<file path="config.mk">
export PLATFORM = sky130hd
export DESIGN_NAME = fwu_top
export DESIGN_NICKNAME = d
export VERILOG_FILES = /design/src/rtl/fwu_pkg.sv /design/src/rtl/fwu_top.sv
export VERILOG_INCLUDE_DIRS = /design/src /design/src/rtl
export SDC_FILE = /design/constraint.sdc
export NUM_CORES = 1
export LEC_CHECK = 0
export BUFFER_PORTS_ARGS = -buffer_cell sky130_fd_sc_hd__buf_2
export CORE_MARGIN = 3
export CORE_UTILIZATION = 45
export CTS_BUF_LIST = sky130_fd_sc_hd__clkbuf_8 sky130_fd_sc_hd__clkbuf_16
export DETAILED_ROUTE_END_ITERATION = 12
export GPL_TIMING_DRIVEN = 0
export PLACE_DENSITY = 0.69
export SYNTH_ARGS = -nofsm -noshare
export SYNTH_HDL_FRONTEND = slang
export SYNTH_SLANG_ARGS = --single-unit
</file>
<file path="constraint.sdc">
create_clock -name clk_i -period 2.72 [get_ports clk_i]
set_clock_uncertainty 0.15 [all_clocks]
set_input_delay 0 -clock clk_i [delete_from_list [all_inputs] [get_ports clk_i]]
set_output_delay 0 -clock clk_i [all_outputs]
set_load 0.05 [all_outputs]
</file>
<file path="src/rtl/fwu_cfg.svh">
`ifndef FWU_CFG_SVH
`define FWU_CFG_SVH

// register indices; byte address is four times the index
`define FWU_IDX_CTRL   4'h0
`define FWU_IDX_ALOW   4'h1
`define FWU_IDX_AHIGH  4'h2
`define FWU_IDX_D0L    4'h3
`define FWU_IDX_D3H    4'ha
`define FWU_IDX_NONE   4'hf

// control register fields
`define FWU_B_WEN      7
`define FWU_F_MODE_HI  6
`define FWU_F_MODE_LO  4
`define FWU_B_UPE      3
`define FWU_B_WST      2
`define FWU_B_RDEN     1
`define FWU_B_RD       0

// reset values
`define FWU_RST_BYTE   8'h00
`define FWU_RST_ADDR   15'h0000

// key bytes, data1 low in the low byte up to data3 high
`define FWU_KEY        48'h40c3090d0400

// unlock timeout
`define FWU_TIMEOUT_US 300
`define FWU_SUB_HZ     32000
`define FWU_US_PER_S   1000000

`endif

</file>
<file path="src/rtl/fwu_pkg.sv">
package fwu_pkg;

   typedef enum logic [2:0] {
      FWU_MODE_WRITE  = 3'b000,
      FWU_MODE_ERASE  = 3'b001,
      FWU_MODE_READ   = 3'b011,
      FWU_MODE_UNLOCK = 3'b110
   } fwu_mode_t;

   typedef enum logic [1:0] {
      FWU_PH_IDLE   = 2'b00,
      FWU_PH_UNLOCK = 2'b01,
      FWU_PH_BUSY   = 2'b10
   } fwu_phase_t;

   typedef enum logic [1:0] {
      FWU_OP_WRITE = 2'b00,
      FWU_OP_ERASE = 2'b01,
      FWU_OP_READ  = 2'b11
   } fwu_op_t;

   // flash-side request bundle
   typedef struct packed {
      logic        req;
      fwu_op_t     op;
      logic [14:0] addr;
      logic [8:0]  page;
   } fwu_flash_req_t;

   // whole block state
   typedef struct packed {
      logic            ack;
      logic [31:0]     rdat;
      logic            wen;
      fwu_mode_t       mode;
      logic            upe;
      logic            wst;
      logic            rden;
      logic            rd;
      logic [14:0]     addr;
      logic [7:0][7:0] dat;
      logic [15:0]     wbuf;
      logic            wbuf_load;
      fwu_phase_t      phase;
      fwu_op_t         op;
      logic [15:0]     tcnt;
      logic            sub_s1;
      logic            sub_s2;
      logic            sub_s3;
   } fwu_state_t;

endpackage

</file>
<file path="src/rtl/fwu_top.sv">
// Chosen here: the Wishbone slave port and the register addresses.
`timescale 1ns/1ps
`default_nettype none
`include "fwu_cfg.svh"

module fwu_top #(
   parameter int SUB_HZ = `FWU_SUB_HZ,
   parameter int TO_US  = `FWU_TIMEOUT_US
) (
   // clock and reset
   input  wire logic                    clk_i,
   input  wire logic                    rst_i,
   // wishbone slave
   input  wire logic                    cyc_i,
   input  wire logic                    stb_i,
   input  wire logic                    we_i,
   input  wire logic [5:0]              adr_i,
   input  wire logic [3:0]              sel_i,
   input  wire logic [31:0]             dat_i,
   output logic [31:0]                  dat_o,
   output logic                         ack_o,
   // low-speed sub clock, asynchronous
   input  wire logic                    sub_clk_i,
   // flash array side
   output fwu_pkg::fwu_flash_req_t      flash_o,
   output logic [15:0]                  wbuf_data_o,
   output logic                         wbuf_load_o,
   output logic                         write_enabled_o,
   input  wire logic                    flash_done_i,
   input  wire logic [15:0]             flash_rdata_i
);

   // sub clock ticks in one timeout; rounded down, never below one
   localparam int TO_RAW   = (TO_US * SUB_HZ) / `FWU_US_PER_S;
   localparam int TO_TICKS = (TO_RAW < 1) ? 1 : TO_RAW;
   localparam logic [15:0] TO_LAST = 16'(TO_TICKS - 1);

   fwu_pkg::fwu_state_t s_r;
   fwu_pkg::fwu_state_t s_nxt;

   logic        req;
   logic        wr_commit;
   logic [3:0]  widx;
   logic [7:0]  wb;
   logic        sub_rise;
   logic [47:0] key_seen;
   logic        key_ok;
   logic [14:0] addr_inc;
   logic [2:0]  didx;

   function automatic logic [3:0] reg_index(input logic [5:0] a);
      if (a[1:0] != 2'b00 || a[5:2] > `FWU_IDX_D3H) begin
         reg_index = `FWU_IDX_NONE;
      end else begin
         reg_index = a[5:2];
      end
   endfunction

   function automatic logic [7:0] ctrl_byte(input fwu_pkg::fwu_state_t s);
      ctrl_byte = {s.wen, s.mode, s.upe, s.wst, s.rden, s.rd};
   endfunction

   assign req       = cyc_i & stb_i;
   // a write lands at the edge where the master sees ack
   assign wr_commit = req & s_r.ack & we_i & sel_i[0];
   assign widx      = reg_index(adr_i);
   assign wb        = dat_i[7:0];
   assign sub_rise  = s_r.sub_s2 & ~s_r.sub_s3;
   assign addr_inc  = s_r.addr + 15'h0001;
   // data byte slot; only indices 3..10 reach the data registers
   assign didx      = 3'(widx - `FWU_IDX_D0L);

   // compare all six key bytes, the last one as written now
   assign key_seen = {wb, s_r.dat[6], s_r.dat[5], s_r.dat[4], s_r.dat[3], s_r.dat[2]};
   assign key_ok   = (key_seen == `FWU_KEY);

   always_comb begin
      logic [7:0] rbyte;
      logic [2:0] nmode;
      logic       start_unlock;
      logic       key_done;
      logic       sw_wst;
      logic       sw_rd;
      rbyte        = `FWU_RST_BYTE;
      nmode        = wb[`FWU_F_MODE_HI:`FWU_F_MODE_LO];
      start_unlock = 1'b0;
      key_done     = 1'b0;
      sw_wst       = 1'b0;
      sw_rd        = 1'b0;
      s_nxt        = s_r;
      s_nxt.wbuf_load = 1'b0;

      // sub clock passes two flops before the edge detector
      s_nxt.sub_s1 = sub_clk_i;
      s_nxt.sub_s2 = s_r.sub_s1;
      s_nxt.sub_s3 = s_r.sub_s2;

      // bus handshake: ack one cycle after the request, dropped after
      s_nxt.ack = req & ~s_r.ack;
      if (req & ~s_r.ack & ~we_i) begin
         case (widx)
            `FWU_IDX_CTRL:  rbyte = ctrl_byte(s_r);
            `FWU_IDX_ALOW:  rbyte = s_r.addr[7:0];
            `FWU_IDX_AHIGH: rbyte = {1'b0, s_r.addr[14:8]};
            `FWU_IDX_NONE:  rbyte = `FWU_RST_BYTE;
            default:        rbyte = s_r.dat[didx];
         endcase
         s_nxt.rdat = {24'h000000, rbyte};
      end

      if (wr_commit) begin
         case (widx)
            `FWU_IDX_CTRL: begin
               // a one written into the flag is ignored
               if (!wb[`FWU_B_WEN]) begin
                  s_nxt.wen = 1'b0;
               end
               s_nxt.mode = fwu_pkg::fwu_mode_t'(nmode);
               s_nxt.rden = wb[`FWU_B_RDEN];
               // enable accepted in the same write as the mode
               s_nxt.upe  = wb[`FWU_B_UPE];
               // start bits can only be set by software
               sw_wst = wb[`FWU_B_WST];
               sw_rd  = wb[`FWU_B_RD];
               // unlock begins on mode 110 with enable set
               if (wb[`FWU_B_UPE] && nmode == fwu_pkg::FWU_MODE_UNLOCK &&
                   s_r.phase == fwu_pkg::FWU_PH_IDLE) begin
                  start_unlock = 1'b1;
               end
            end
            `FWU_IDX_ALOW: begin
               s_nxt.addr[7:0] = wb;
            end
            `FWU_IDX_AHIGH: begin
               s_nxt.addr[14:8] = wb[6:0];
            end
            `FWU_IDX_NONE: begin
               s_nxt.addr = s_r.addr;
            end
            default: begin
               // data bytes, fourth word high byte included
               s_nxt.dat[didx] = wb;
               // first word high byte feeds the write buffer
               if (widx == `FWU_IDX_D0L + 4'h1) begin
                  s_nxt.wbuf      = {wb, s_r.dat[0]};
                  s_nxt.wbuf_load = 1'b1;
                  s_nxt.addr      = addr_inc;
               end
               if (widx == `FWU_IDX_D3H) begin
                  key_done = 1'b1;
               end
            end
         endcase
      end

      case (s_r.phase)
         fwu_pkg::FWU_PH_IDLE: begin
            if (start_unlock) begin
               // timeout starts afresh with each procedure
               s_nxt.phase = fwu_pkg::FWU_PH_UNLOCK;
               s_nxt.tcnt  = 16'h0000;
            end else if (s_r.wst) begin
               // write and erase refused while locked
               if (!s_r.wen || (s_r.mode != fwu_pkg::FWU_MODE_WRITE &&
                                s_r.mode != fwu_pkg::FWU_MODE_ERASE)) begin
                  s_nxt.wst = 1'b0;
               end else begin
                  s_nxt.phase = fwu_pkg::FWU_PH_BUSY;
                  s_nxt.op    = (s_r.mode == fwu_pkg::FWU_MODE_ERASE) ?
                                fwu_pkg::FWU_OP_ERASE : fwu_pkg::FWU_OP_WRITE;
               end
            end else if (s_r.rd) begin
               if (s_r.rden && s_r.mode == fwu_pkg::FWU_MODE_READ) begin
                  s_nxt.phase = fwu_pkg::FWU_PH_BUSY;
                  s_nxt.op    = fwu_pkg::FWU_OP_READ;
               end else begin
                  s_nxt.rd = 1'b0;
               end
            end
         end
         fwu_pkg::FWU_PH_UNLOCK: begin
            if (!s_nxt.upe) begin
               // software withdrew the enable; procedure abandoned
               s_nxt.phase = fwu_pkg::FWU_PH_IDLE;
            end else if (key_done) begin
               s_nxt.phase = fwu_pkg::FWU_PH_IDLE;
               if (key_ok) begin
                  // correct key in time enables writing
                  // flag set by hardware, wins over a clear
                  s_nxt.wen = 1'b1;
               end else begin
                  // wrong key ends the attempt, still locked
                  s_nxt.upe = 1'b0;
               end
            end else if (sub_rise) begin
               if (s_r.tcnt == TO_LAST) begin
                  s_nxt.upe   = 1'b0;
                  s_nxt.phase = fwu_pkg::FWU_PH_IDLE;
               end else begin
                  s_nxt.tcnt = s_r.tcnt + 16'h0001;
               end
            end
         end
         fwu_pkg::FWU_PH_BUSY: begin
            if (flash_done_i) begin
               s_nxt.phase = fwu_pkg::FWU_PH_IDLE;
               if (s_r.op == fwu_pkg::FWU_OP_READ) begin
                  s_nxt.rd     = 1'b0;
                  s_nxt.dat[0] = flash_rdata_i[7:0];
                  s_nxt.dat[1] = flash_rdata_i[15:8];
               end else begin
                  // hardware clears write start on completion
                  s_nxt.wst = 1'b0;
               end
            end
         end
         default: begin
            s_nxt.phase = fwu_pkg::FWU_PH_IDLE;
         end
      endcase

      // a start written in the cycle that ends or refuses the last one still counts
      if (sw_wst) begin
         s_nxt.wst = 1'b1;
      end
      if (sw_rd) begin
         s_nxt.rd = 1'b1;
      end
   end

   always_ff @(posedge clk_i) begin
      if (rst_i) begin
         s_r <= '0;
      end else begin
         s_r <= s_nxt;
      end
   end

   // flash side; an erase spans 64 words so the low six bits are dropped
   always_comb begin
      flash_o.req  = (s_r.phase == fwu_pkg::FWU_PH_BUSY);
      flash_o.op   = s_r.op;
      flash_o.addr = s_r.addr;
      // one request clears a whole page of 64 words
      // page from high address and low bits 7..6 only
      // page is high times four plus low bits 7..6
      flash_o.page = {s_r.addr[14:8], s_r.addr[7:6]};
   end

   assign dat_o           = s_r.rdat;
   assign ack_o           = s_r.ack;
   assign wbuf_data_o     = s_r.wbuf;
   assign wbuf_load_o     = s_r.wbuf_load;
   assign write_enabled_o = s_r.wen;

endmodule

`default_nettype wire

</file>
======== Word-level counts from Yosys, hierarchy flattened ========
Cells that the tools add are included.
W data, S select, Z words.
storage, ports and cells
  word-level logic and storage cells ...... 185
  bits of input ports ..................... 65
  register bits after elaboration ......... 136
  output and inout bits ................... 78
cells by class
  equality and inequality tests ........... 33
  bitwise gates (word level) .............. 15
  multiplexer cells ....................... 72
  reduce and logical (&&, ||, !) cells .... 33
  $lt $le $gt $ge ......................... 3
  $add $sub $neg .......................... 3
operators by type and width
  kind                     number
  $mux W16                 8
  $mux W33                 2
  $bwmux W64               1
  $eq A48 B47 Y1 const B   1
  $mux W1                  35
  $pmux W16 S2             1
  $pmux W8 S4              1
  $bmux W8 S3              1
  $demux W8 S3             1
  $mux W4                  5
  $mux W17                 1
  $add A16 B1 Y16 const B  1
  $eq A16 B4 Y1 const B    1
  $mux W8                  2
  $pmux W8 S2              1
  $add A15 B1 Y15 const B  1
  $mux W15                 1
  $pmux W7 S2              1
  $mux W2                  6
  $ne A3 B1 Y1 const B     4
  $ne A4 B4 Y1 const B     3
  $reduce_and A6 Y1        2
  $reduce_bool A2 Y1       6
  $mux W5                  2
  36 further kinds         71

======== Depth between registers and ports, before layout ========
  depth in word-level cells ............... 14
  gate-level depth with buffers ........... 13
  mapped depth without buffers ............ 8

======== Worst setup path before layout ========
OpenSTA, ideal clock, no wires.
  path type ............................... input-to-reg
  start point ............................. input adr_i[4]
  end point ............................... register s_r (netlist bit dat_o[0])
  buffers on the path ..................... 5
  arrival time ............................ 2.669 ns
  slack ................................... -0.229 ns
  required time ........................... 2.440 ns
  stages .................................. 12
  path through ............................ buf_2 > a2111o_1 > buf_1 > ha_1 > clkbuf_1 > or3_1 > a2bb2oi_1 > buf_2 > nand2_1 > buf_2 > o32ai_1 > o211ai_1
on the way
  word-level cells in the longest chain between the ends .. 7
  elaborated cells on any way between the ends .. 11
  classes of those cells .................. add/sub: 1; order compare: 1; eq/ne: 3; mux: 4; reduce/logical: 2
RTL lines
  what                                 RTL line        text
  start, declared                      fwu_top.sv:17   input wire logic [5:0] adr_i,
  $gt A4 B4 Y1 (no source line)        -
  $logic_or A1 B1 Y1 (no source line)  -
  $mux W4 (*)                          fwu_top.sv:52   if (a[1:0] != 2'b00 || a[5:2] > `FWU_IDX_D3H) begin
  $sub A3 B2 Y3 (no source line)       -
  $bmux W8 S3                          fwu_top.sv:106  default: rbyte = s_r.dat[didx];
  $mux W8 (not written as such)        fwu_top.sv:106
  $pmux W8 S4 (*)                      fwu_top.sv:101  case (widx)
  end signal, assigned                 fwu_top.sv:235  s_r <= s_nxt;
  end, declared                        fwu_top.sv:38   fwu_pkg::fwu_state_t s_r;
Every way passes the cells marked *; elsewhere a longest branch is shown, timed or not. The select of a mux whose other input is x is not followed.
A chain may end at the register's enable or synchronous reset.

======== Final worst setup path ========
  start point ............................. input adr_i[5]
  end point ............................... register s_r (netlist bit dat_o[0])
The elaborated chain is that of the path after synthesis.

==> impl_results.md <==
* Internal at about 0.0036 W
* Switching share of power at between 20% and 30%
* Reg power frac at between 40% and 50%
* Netlist cell types at 74
* Synth Area in Simple Gates at 26.7%
* Outcome: finished, final reports clean
* Height of the die at 143 um
* Min-Delay Path Class: input pin to flip-flop
* Largest family of logic cells by synthesized area: simple AND/OR/NAND/NOR gates
* Synth top area share at ~32%
* Die width at roughly 140 um
* Worst-path clk slew at roughly 0.06 ns
* EDFF count, synth at 0
* Drt drc at 0
* Post-layout net count at roughly 1300
* Register area share after synthesis at 32.4%
* Placed cell count at 1410
* Area leader, netlist: dfxtp_1
* Final hold vios at 0
* Top cells by area, synth: dfxtp_1 32%, buf_4 7.0%, a21oi_1 5.5%
* Layout fillers at 1707
* Combinational Power Share at between 10% and 20%
* H-tree depth at 4
* Slew Limit Headroom at a little under two fifths
* Syn Area/Cell at around 7.8 sq um
* WL final at 28800 um
* Clock Tree Buf Depth at 2
* Share of cells above drive strength 1 at 21.0%
* Reg2reg path depth at 8
* Total GRT Usage at between 20% and 30%
* Num CTS Buffers at 17
* CP startpoint kind: input pin
* Routed len/inst at between 15 and 20 um
* Area growth syn-to-layout at 22.4%
* Slack of the critical path at between 0.06 and 0.07 ns
* Crit Path Max Fanout at 11
* Number of vias per cell at 6.11
* Skew-Pair Late Insertion Delay at 0.42 ns
* CTS root buf: clkbuf_16
* Final Core Density at about 57%
* Synth Instances at between 1000 and 1500
* VDD IR-drop max at 447 uV
* Synth Area in XOR/XNOR at 0%
* Synth Flop Type: dfxtp_1
* Port buffer count at between 80 and 90
* Worst EP arrival at ~2.8 ns
* Most frequent cells in the layout: 136 x dfxtp_1, 123 x nand2_1, 98 x buf_2
* Detailed placer's ending HPWL at between 20000 and 25000 um
* PwrDens at ~480 nW/um^2
* Pre-CTS setup slack at -0.711 ns
* Period utilization at between 90% and 100%
* DR vias at ~9000
* TritonCTS clock tree: built
* Vias in the first global route at between 7000 and 8000
* GP Congestion at 0.923
* Hold slack final at 0.0511 ns
* Die ar. at 20400 sq um
* Initial DRC Count at between 1000 and 1500
* Final setup fails at 0
* Post-synthesis mux area share at between 3 and 4%
* CP endpoint kind: flip-flop
* Post-route ant nets at 0
* Total gr overflow at 0
* TritonCTS Sinks at 136
* Achievable clock frequency at between 300 and 400 MHz
* # diodes at 0
* Core area at 18100 sq um
* Largest net degree at the start of global routing at 17
* Non-Filler Instances at ~1500
* First-pass GRT wire length at approximately 43000 um
* Leak at around 4 nW
* Hold depth at 5
* Setup CP Type: input pin to flip-flop
* Most common cell after layout, fill and taps aside: dfxtp_1
* Synth Area in Compound Gates at 24.1%
* Number of placed I/O pins at 143
* Register bit total from synthesis at 136
* Initial antenna violation count at 2
* Max cap viols at 0
* Post-synthesis adder-cell area fraction at around 1.0%
* Max Slew Vio Count at 0
* Switch Pwr at around 0.0013 W
* Clock power frac at a little under half
* Synth Cell Area at between 8000 and 9000 sq um
* Row Count at 49
* Starting Density at between 40% and 50%
* YS warnings at 0
* WP data required at around 2.9 ns
* DRT Pass-1 Iters at 8
* Worst-margin pin slew at 0.925 ns
* Post-route minimum period at 2.65 ns
* Ys async rst share at 0%
[power groups by stage]
stage	logic (W)	clock network (W)	registers, W
global route	0.000588	0.00243	0.00200
floorplan	0.000321	0	0.00205
detailed placement	0.000478	0	0.00204
finish	0.000564	0.00235	0.00200
global placement	0.000479	0	0.00204
CTS	0.000527	0.00235	0.00200
[path summary, 6_finish.rpt]
check,slack (ns),from,to
worst max-delay path,0.07,adr_i[5],dat_o[0]$_SDFFE_PP0P_
worst min-delay path,0.05,adr_i[1],s_r[125]$_SDFFE_PP0P_
worst max register to register,0.14,ack_o$_SDFF_PP0_,s_r[12]$_SDFFE_PP0P_
worst min register to register,0.30,wbuf_data_o[6]$_SDFFE_PP0P_,wbuf_data_o[6]$_SDFFE_PP0P_
[Yosys cell counts, types with 8 or more instances]
library cell / count
a211oi_1: 11
a21oi_1: 93
a311oi_1: 18
and3_1: 12
and3b_1: 17
buf_2: 15
buf_4: 78
clkbuf_1: 65
dfxtp_1: 136
inv_1: 10
mux2i_1: 28
nand2_1: 124
nand3_1: 84
nand4_1: 21
nor2_1: 56
nor2b_1: 16
nor3b_1: 17
nor4_1: 8
nor4b_1: 9
o2111ai_1: 9
o211ai_1: 18
o21ai_0: 58
o22ai_1: 11
o31ai_1: 19
o32ai_1: 8
or4_1: 17
[layout make-up]
type	instances	area [sq um]	area share [%]
timing repair buffer	115	721	7.00
multi-input combinational	780	4920	47.8
buffer	165	1010	9.85
clock buffer	19	453	4.40
sequential	136	2720	26.5
clock inverter	10	133	1.29
inverter	11	42.5	0.413
tap	229	287	2.78
[cell families (layout without fill, tap and decap cells)]
group                    count (synthesis)  count (layout)
adder cells (fa/ha/maj)                  7               7
AO/OA/AOI/OAI                          301             301
AND/OR/NAND/NOR                        419             419
other                                    1              24
buffers and inverters                  180             320
multiplexers                            29              29
flip-flops                             136             136
[state kept, by name, summed over array words and instances, names as in the netlist]
register	count
ack_o	1
s_r	50
write_enabled_o	1
key_seen	40
wbuf_data_o	16
dat_o	8
wbuf_load_o	1
s_nxt	2
flash_o	17
[worst max-delay path: stages]
cell,delay [ns]
buf_2,0.17
a2111o_1,0.50
buf_6,0.18
ha_1,0.19
clkbuf_2,0.17
or3_4,0.44
a2bb2oi_2,0.19
buf_6,0.16
nand2_2,0.13
buf_6,0.20
o32ai_4,0.33
o211ai_1,0.11
[metrics by stage]
stage	setup TNS [ns]	cell area, sq um	power (W)
floorplan	0	8520	0.00237
global placement	-39.83	9240	0.00252
detailed placement	-41.35	9240	0.00252
CTS	0	10200	0.00488
global route	-0.0157	10300	0.00502
finish	0	10300	0.00491
[what timing repair did]
action | 4_1_cts | 5_1_grt
hold endpoints to repair | 36 | 0
gates resized for setup | 16 | 21
pin swaps | 1 | 5
buffers inserted | 2 | 0
setup endpoints to repair | 43 | 59
hold buffers | 28 | 0
[layer usage]
layer  track usage (%)  wire, um
met2              41.6     13000
met5                 0        27
met4              11.4      1130
met3              6.26      2770
met1              36.2     11900
(Power assumes the default switching activity.)
